File: src/hw/trim_regs_pkg.sv
// trim_regs_pkg: constants and carrier types for the core offset/gain trim bank.
// assumes a 16-bit plain register port with byte addresses as printed offsets.
package trim_regs_pkg;

    // register port geometry
    localparam int unsigned ADDR_BITS = 12;
    localparam int unsigned DATA_BITS = 16;

    // offset trim registers, 16 bits wide
    localparam logic [11:0] ADDR_OFFSET_TRIM_CORE3_PAIR_C   = 12'h338;
    localparam logic [11:0] ADDR_OFFSET_TRIM_CORE3_PAIR_D   = 12'h33a;
    localparam logic [11:0] ADDR_OFFSET_TRIM_CORE4          = 12'h33c;
    localparam logic [11:0] ADDR_OFFSET_TRIM_CORE5          = 12'h33e;
    // fine gain trim registers, 8 bits wide
    localparam logic [11:0] ADDR_FINE_GAIN_CORE_ZERO        = 12'h360;
    localparam logic [11:0] ADDR_FINE_GAIN_CORE_ONE         = 12'h361;
    localparam logic [11:0] ADDR_FINE_GAIN_CORE_TWO_PAIR_A  = 12'h362;
    localparam logic [11:0] ADDR_FINE_GAIN_CORE_TWO_PAIR_B  = 12'h363;
    localparam logic [11:0] ADDR_FINE_GAIN_CORE_THREE_PAIR_C = 12'h364;
    localparam logic [11:0] ADDR_FINE_GAIN_CORE_THREE_PAIR_D = 12'h365;
    // block status, read only
    localparam logic [11:0] ADDR_TRIM_STATUS                = 12'h370;

    // field layout
    localparam int unsigned OFS_FIELD_MSB  = 11;
    localparam int unsigned OFS_REG_MSB    = 15;
    localparam int unsigned GAIN_FIELD_MSB = 4;
    localparam int unsigned GAIN_REG_MSB   = 7;
    localparam int unsigned STAT_LOADED_BIT = 0;
    localparam int unsigned STAT_SEL2_BIT   = 1;
    localparam int unsigned STAT_SEL3_BIT   = 2;

    // reset values before the fuse load replaces them
    localparam logic [15:0] OFS_RESET  = 16'h0000;
    localparam logic [7:0]  GAIN_RESET = 8'h00;

    // storage indices
    localparam int unsigned NUM_OFS  = 4;   // core3 pair c, core3 pair d, core4, core5
    localparam int unsigned NUM_GAIN = 6;   // core0, core1, core2 a/b, core3 c/d

    // load sequencer phases
    typedef enum logic {
        PH_LOAD = 1'b0,
        PH_RUN  = 1'b1
    } trim_phase_t;

    // defaults coming out of fuse storage
    typedef struct packed {
        logic [NUM_OFS-1:0][11:0] ofs;
        logic [NUM_GAIN-1:0][4:0] gain;
    } fuse_trim_t;

    // values applied to the sampling cores: ofs = core3,4,5 ; gain = core0..3
    typedef struct packed {
        logic [2:0][11:0] ofs;
        logic [3:0][4:0]  gain;
    } applied_trim_t;

    // result of an address decode
    typedef struct packed {
        logic       ofs_hit;
        logic       gain_hit;
        logic       stat_hit;
        logic [2:0] idx;
    } trim_decode_t;

endpackage

File: src/hw/core_offset_gain_trim_regs.sv
// core_offset_gain_trim_regs: trim register bank and per-core trim selection.
// assumes synchronous port inputs, one strobe per cycle, and fuse data stable
// from reset release on; software stays off the offset trims during offset cal.
//
// Functional notes
// offset trim is 12 bits, drives its core
// core3 offset follows the sampled input pair
// software writes reserved upper bits as zero
// fine gain trim is 5 bits, drives core
// core2 gain follows its sampled input pair
// core3 gain follows its sampled input pair
// defaults load from fuse storage after reset
// offset trim field is an unsigned number
// no offset access during offset calibration
// written trims take effect within cycles, no reset
//
// timing summary for whoever integrates this bank:
// - the fuse copy runs in the single cycle after reset release; a strobe
//   given in that cycle is dropped, so the first access waits one more edge
// - a write lands in storage at its strobe edge and reaches the cores one
//   edge later; the extra register keeps the core trims glitch free
// - a pair select change reaches the cores at the same edge that samples it
// - reserved bits are stored and read back as written but never applied;
//   keeping them writable costs 4 flops per offset and 3 per gain slot
// - the block cannot tell when offset calibration runs, so keeping software
//   away from the offset trims at that time is left to the caller
//
// The implementer's own choice: the plain strobed port.
`timescale 1ns/1ps

module core_offset_gain_trim_regs
    import trim_regs_pkg::*;
#(
    parameter int unsigned ADDR_W = ADDR_BITS   // register port address width
) (
    input  wire logic                 clk_sys_in,          // 200 MHz system clock
    input  wire logic                 rst_b_in,            // async reset, active low
    input  wire logic [ADDR_W-1:0]    addr_in,             // register byte address
    input  wire logic [DATA_BITS-1:0] wdata_in,            // write data
    input  wire logic                 wr_in,               // write strobe
    input  wire logic                 rd_in,               // read strobe
    output logic      [DATA_BITS-1:0] rdata_out,           // read data, cycle after rd
    input  wire fuse_trim_t           fuse_in,             // fuse default values
    input  wire logic                 core2_pair_b_sel_in, // core2 samples input_pair_b
    input  wire logic                 core3_pair_d_sel_in, // core3 samples input_pair_d
    output applied_trim_t             applied_out          // trims applied to cores
);

    // the decode compares against 12-bit offsets, so narrower ports cannot reach them
    if (ADDR_W < ADDR_BITS) begin : g_addr_check
        $error("ADDR_W must be at least ADDR_BITS");
    end

    // whole state of the block
    typedef struct packed {
        trim_phase_t                  phase;   // fuse load or normal run
        logic [NUM_OFS-1:0][15:0]     ofs;     // offset trim storage
        logic [NUM_GAIN-1:0][7:0]     gain;    // fine gain trim storage
        applied_trim_t                applied; // registered per-core trims
        logic [DATA_BITS-1:0]         rdata;   // read return, one cycle
    } trim_state_t;

    trim_state_t  state_reg;   // current state
    trim_state_t  state_next;  // next state
    trim_decode_t dec;         // decode of the current address

    // map an address to a storage slot; unmapped gives no hit
    function automatic trim_decode_t decode_addr(input logic [ADDR_W-1:0] a);
        trim_decode_t d;
        d = '0;
        if (a == ADDR_W'(ADDR_OFFSET_TRIM_CORE3_PAIR_C)) begin
            d.ofs_hit = 1'b1;
            d.idx     = 3'h0;
        end else if (a == ADDR_W'(ADDR_OFFSET_TRIM_CORE3_PAIR_D)) begin
            d.ofs_hit = 1'b1;
            d.idx     = 3'h1;
        end else if (a == ADDR_W'(ADDR_OFFSET_TRIM_CORE4)) begin
            d.ofs_hit = 1'b1;
            d.idx     = 3'h2;
        end else if (a == ADDR_W'(ADDR_OFFSET_TRIM_CORE5)) begin
            d.ofs_hit = 1'b1;
            d.idx     = 3'h3;
        end else if (a == ADDR_W'(ADDR_FINE_GAIN_CORE_ZERO)) begin
            d.gain_hit = 1'b1;
            d.idx      = 3'h0;
        end else if (a == ADDR_W'(ADDR_FINE_GAIN_CORE_ONE)) begin
            d.gain_hit = 1'b1;
            d.idx      = 3'h1;
        end else if (a == ADDR_W'(ADDR_FINE_GAIN_CORE_TWO_PAIR_A)) begin
            d.gain_hit = 1'b1;
            d.idx      = 3'h2;
        end else if (a == ADDR_W'(ADDR_FINE_GAIN_CORE_TWO_PAIR_B)) begin
            d.gain_hit = 1'b1;
            d.idx      = 3'h3;
        end else if (a == ADDR_W'(ADDR_FINE_GAIN_CORE_THREE_PAIR_C)) begin
            d.gain_hit = 1'b1;
            d.idx      = 3'h4;
        end else if (a == ADDR_W'(ADDR_FINE_GAIN_CORE_THREE_PAIR_D)) begin
            d.gain_hit = 1'b1;
            d.idx      = 3'h5;
        end else if (a == ADDR_W'(ADDR_TRIM_STATUS)) begin
            d.stat_hit = 1'b1;
        end
        return d;
    endfunction

    // address decode shared by the write and read paths
    assign dec = decode_addr(addr_in);

    // next-state logic: fuse load, register access, trim selection
    // storage and the applied copy are updated in the same process so that
    // a write and a pair select change in one cycle never race each other
    always_comb begin
        state_next       = state_reg;
        state_next.rdata = '0;  // read data stands for one cycle only
        case (state_reg.phase)
            PH_LOAD: begin
                // first cycle after release: copy fuse defaults, reserved bits zero
                for (int i = 0; i < NUM_OFS; i++) begin
                    state_next.ofs[i] = {4'h0, fuse_in.ofs[i]};
                end
                for (int j = 0; j < NUM_GAIN; j++) begin
                    state_next.gain[j] = {3'h0, fuse_in.gain[j]};
                end
                // strobes in this cycle are dropped so the fuse copy is never torn
                state_next.phase = PH_RUN;
            end
            PH_RUN: begin
                // a write lands in the addressed slot, reserved bits kept as written
                if (wr_in) begin
                    if (dec.ofs_hit) begin
                        state_next.ofs[dec.idx[1:0]] = wdata_in;
                    end else if (dec.gain_hit) begin
                        state_next.gain[dec.idx] = wdata_in[GAIN_REG_MSB:0];
                    end
                end
                // a read returns the slot, narrower data zero extended
                if (rd_in) begin
                    if (dec.ofs_hit) begin
                        state_next.rdata = state_reg.ofs[dec.idx[1:0]];
                    end else if (dec.gain_hit) begin
                        state_next.rdata = {8'h00, state_reg.gain[dec.idx]};
                    end else if (dec.stat_hit) begin
                        state_next.rdata[STAT_LOADED_BIT] = 1'b1;
                        state_next.rdata[STAT_SEL2_BIT]   = core2_pair_b_sel_in;
                        state_next.rdata[STAT_SEL3_BIT]   = core3_pair_d_sel_in;
                    end
                    // unmapped addresses read as zero
                end
            end
            default: begin
                state_next.phase = PH_LOAD;
            end
        endcase

        // selection reads the stored value, not the write data, so a write
        // takes one extra edge to reach a core; the cores never see a value
        // that the bus is still presenting
        // core3 offset picks the pair it samples; unsigned, no sign extension
        state_next.applied.ofs[0] = core3_pair_d_sel_in ?
                                    state_reg.ofs[1][OFS_FIELD_MSB:0] :
                                    state_reg.ofs[0][OFS_FIELD_MSB:0];
        state_next.applied.ofs[1] = state_reg.ofs[2][OFS_FIELD_MSB:0];
        state_next.applied.ofs[2] = state_reg.ofs[3][OFS_FIELD_MSB:0];
        // reserved upper bits never reach a core, whatever software wrote
        state_next.applied.gain[0] = state_reg.gain[0][GAIN_FIELD_MSB:0];
        state_next.applied.gain[1] = state_reg.gain[1][GAIN_FIELD_MSB:0];
        state_next.applied.gain[2] = core2_pair_b_sel_in ?
                                     state_reg.gain[3][GAIN_FIELD_MSB:0] :
                                     state_reg.gain[2][GAIN_FIELD_MSB:0];
        state_next.applied.gain[3] = core3_pair_d_sel_in ?
                                     state_reg.gain[5][GAIN_FIELD_MSB:0] :
                                     state_reg.gain[4][GAIN_FIELD_MSB:0];
    end

    // state register; reset gives plain zeros until the fuse copy runs
    always_ff @(posedge clk_sys_in or negedge rst_b_in) begin
        if (!rst_b_in) begin
            state_reg         <= '0;
            state_reg.phase   <= PH_LOAD;
            state_reg.ofs     <= {NUM_OFS{OFS_RESET}};
            state_reg.gain    <= {NUM_GAIN{GAIN_RESET}};
        end else begin
            state_reg <= state_next;
        end
    end

    // outputs come straight from flip-flops
    assign rdata_out   = state_reg.rdata;
    assign applied_out = state_reg.applied;
endmodule // core_offset_gain_trim_regs

File: config.mk
export PLATFORM = sky130hd
export DESIGN_NAME = core_offset_gain_trim_regs
export DESIGN_NICKNAME = d
export VERILOG_FILES = /design/src/hw/trim_regs_pkg.sv /design/src/hw/core_offset_gain_trim_regs.sv
export SDC_FILE = /design/constraint.sdc
export NUM_CORES = 1
export LEC_CHECK = 0
export BUFFER_PORTS_ARGS = -buffer_cell sky130_fd_sc_hd__buf_2
export CAP_MARGIN = 20
export CORE_AREA = 4 4 186 98
export DETAILED_ROUTE_END_ITERATION = 16
export DIE_AREA = 0 0 190 102
export HOLD_SLACK_MARGIN = 0.02
export PLACE_DENSITY = 0.76
export REMOVE_ABC_BUFFERS = 1
export SLEW_MARGIN = 20
export SYNTH_ARGS = -nofsm -noshare
export SYNTH_HDL_FRONTEND = slang
export SYNTH_SLANG_ARGS = --single-unit
File: constraint.sdc
create_clock -name clk_sys_in -period 1.6 [get_ports clk_sys_in]
set_input_delay 0.08 -clock clk_sys_in [delete_from_list [all_inputs] [get_ports clk_sys_in]]
set_output_delay 0.08 -clock clk_sys_in [all_outputs]
set_load 0.005 [all_outputs]
==> impl_metrics.toml <==
[timing]
fin_tns_setup_ps = 0
timing.fmax_ghz = 0.652
max_slew_margin_pct = 62.8
hold_viol = 0
holdWs_ps = 33.6
setup_viol = 0
finClkSkew_ps = 14.2
rsz0062_at_grt = "false"
tightest_slew_ps = 557
finalCriticalPeriod_ps = 1530
fin_ws_ps = 66.4
post-route-period-util_pct = 95.9
drv_slew = 0

[job]
max_cap_violations = 0

[place]
dp_slack_ps = -320
finalWeightedCongestion = 0.982
io_buffers = 183
dp_cells = 1204
dp_hpwl_mm = 19.2

[critical_path]
path_class = "flop to flop"
cp_top_family = "flip-flops"
reg2reg_slack_ps = 70
cp_common_cell = "buf_4"
cp.buffers_inverters = 2
max_stage_delay_ps = 460
crit_chain = "nand2_2 -> buf_4 -> nor3_1 -> buf_4 -> o221ai_1 -> o21ai_1 -> a21o_1"
cp.arrival_ps = 1900
critPathMaxFanout = 5
critPathRequiredTime_ps = 1970
critPathCaptureType = "flop"
critPathLaunchType = "flop"
critPathSlowestCell = "dfrtp_4"

[global_routing]
grt_antenna_before_repair = 0
grt_max_degree = 72
grt_pass1_wl_mm = 43.4
grt_pass1_vias = 7569
grt_usage_pct = 29.4
overflow = 0

[die]
die_x_um = 190
die_area_um2 = 19400
ios = 184
die_h_um = 102
core_area_um2 = 16800
core.rowCount = 34
start_util_pct = 53.1

[clock_tree]
clock_path_buffers = 2
clk_pin_slew_worst_paths_ps = 80
ctsRootBufferMaster = "clkbuf_16"
htreeDepth = 4
cts_made_buffers = 17
clk_latency_ps = 440
cts_tree = "yes"
cts.sinks = 185
postCtsSetupRepairBufs = 0

[drt]
detail-route-antenna-nets = 0
dr.pass1.iters = 5
finalWirelength_mm = 28.2
drt_iter0_markers = 674
drc = 0
wl_per_cell_um = 21.3
vias_per_cell = 5.60
dr_total_vias = 7428

[cells_and_area]
largest_register_ffs = 79
final_cell_mix = "dfrtp_1 (184), buf_2 (182), mux2i_1 (100), a21oi_1 (94), dlygate4sd3_1 (90)"
fin_cells = 1326
layout_commonest_cell = "dfrtp_1"
nets = 1191
diodes = 0
syn_to_final_growth_pct = 31.1
drive_above_1_share_pct = 33.0

[power]
clkPwrFrac_pct = 39.5
p_per_area_nw_per_um2 = 919
ir_worst_vdd_mv = 0.790
p_switching_mw = 2.89
p_seq_share_pct = 48.5
p_comb_share_pct = 12.0
p_sw_share_pct = 26.9
p_leak_nw = 5.26
p_total_mw = 10.7
p_int_mw = 7.86

[synth]
syn_area_um2 = 8920
yosysTopAreaCellShare_pct = 51.9
synthFlopType = "dfrtp_1"
syn_inst = 819
seq_area_frac_synth_pct = 51.9
synth_seq_cells = 185
syn_avg_cell_area_um2 = 10.9
ys_top_cells_by_area = "dfrtp_1 (52%), mux2i_1 (11%), buf_4 (6.7%)"
synth_top_area_cell = "dfrtp_1"
synth_edf_count = 0
synth_warnings = 0
async_reset_ff_share_pct = 100
synthDistinctLibCells = 63

[min_path]
holdCritPathClass = "primary input to flop"

[outcome]
outcome = "finished clean"
cell usage after synthesis (7+ instances only):
| cell type | number |
|---|---|
| a222oi_1 | 10 |
| mux2_2 | 20 |
| mux2i_1 | 100 |
| o22ai_1 | 12 |
| buf_2 | 10 |
| clkbuf_1 | 30 |
| o221ai_1 | 9 |
| o21ai_0 | 7 |
| nor2_1 | 87 |
| nand3_1 | 15 |
| a21boi_1 | 8 |
| a21oi_1 | 94 |
| nand2_1 | 35 |
| dfrtp_1 | 185 |
| nor2b_1 | 26 |
| buf_4 | 80 |
worst reg2reg max path: cells and delay by family, from the launching register on:
kind | cells | cell delay (ps)
compound gates | 3 | 400
buf+inv | 2 | 330
flops | 1 | 460
simple gates | 2 | 270
metrics by stage:
stage,utilization (%),area (µm²)
finish,69.6,11700
global placement,60.7,10200
global route,69.6,11700
CTS,69.6,11700
detailed placement,60.7,10200
floorplan,-,8100
kinds of logic after synthesis:
logic type	synth area share, %
other	0.0420
and+or+nand+nor	11.2
AOI/OAI and AO/OA	13.8
buffers and inverters	9.36
muxes	13.7
DFF	51.9
timing repair:
| action | in CTS | in global routing |
|---|---|---|
| pin swaps | 0 | 0 |
| resized for setup | 1 | 6 |
| endpoints found under the hold margin | 262 | 0 |
| setup endpoints to repair | 1 | 5 |
| hold buffers | 90 | 0 |
area by class of cell:
class                      count  area (µm²)
fill                        1241        5110
sequential                   185        4630
multi-input combinational    503        3460
timing repair buffer         367        2710
clock buffer                  18         429
tap                          234         293
clock inverter                14         153
inverter                       5        18.8
routing by layer:
metal | vias up | wire length (µm) | track usage [%]
li1 | 3359 | - | -
met1 | 3651 | 12900 | 43.2
met2 | 384 | 11700 | 42.6
met3 | 34 | 3220 | 10.2
met4 | 0 | 351 | 5.89
met5 | - | 0 | 0
power by group through the flow:
stage	clock network, mW	registers (mW)	logic [mW]
floorplan	0	5.28	0.392
global placement	0	5.28	1.08
detailed placement	0	5.29	1.09
CTS	4.27	5.20	1.27
global route	4.48	5.25	1.41
finish	4.25	5.22	1.28
worst paths after layout:
path                                   endpoint  cells past startpoint            from
worst min register to register  applied_out[52]                      0  state_next[68]
worst max-delay path               rdata_out[4]                      7  state_reg[184]
min in group asynchronous        applied_out[4]                      2        rst_b_in
worst min-delay path              state_reg[85]                      3     wdata_in[5]
worst max register to register     rdata_out[4]                      7  state_reg[184]
max in group asynchronous        state_reg[133]                      3        rst_b_in
Power figures use the tool's default switching activity.
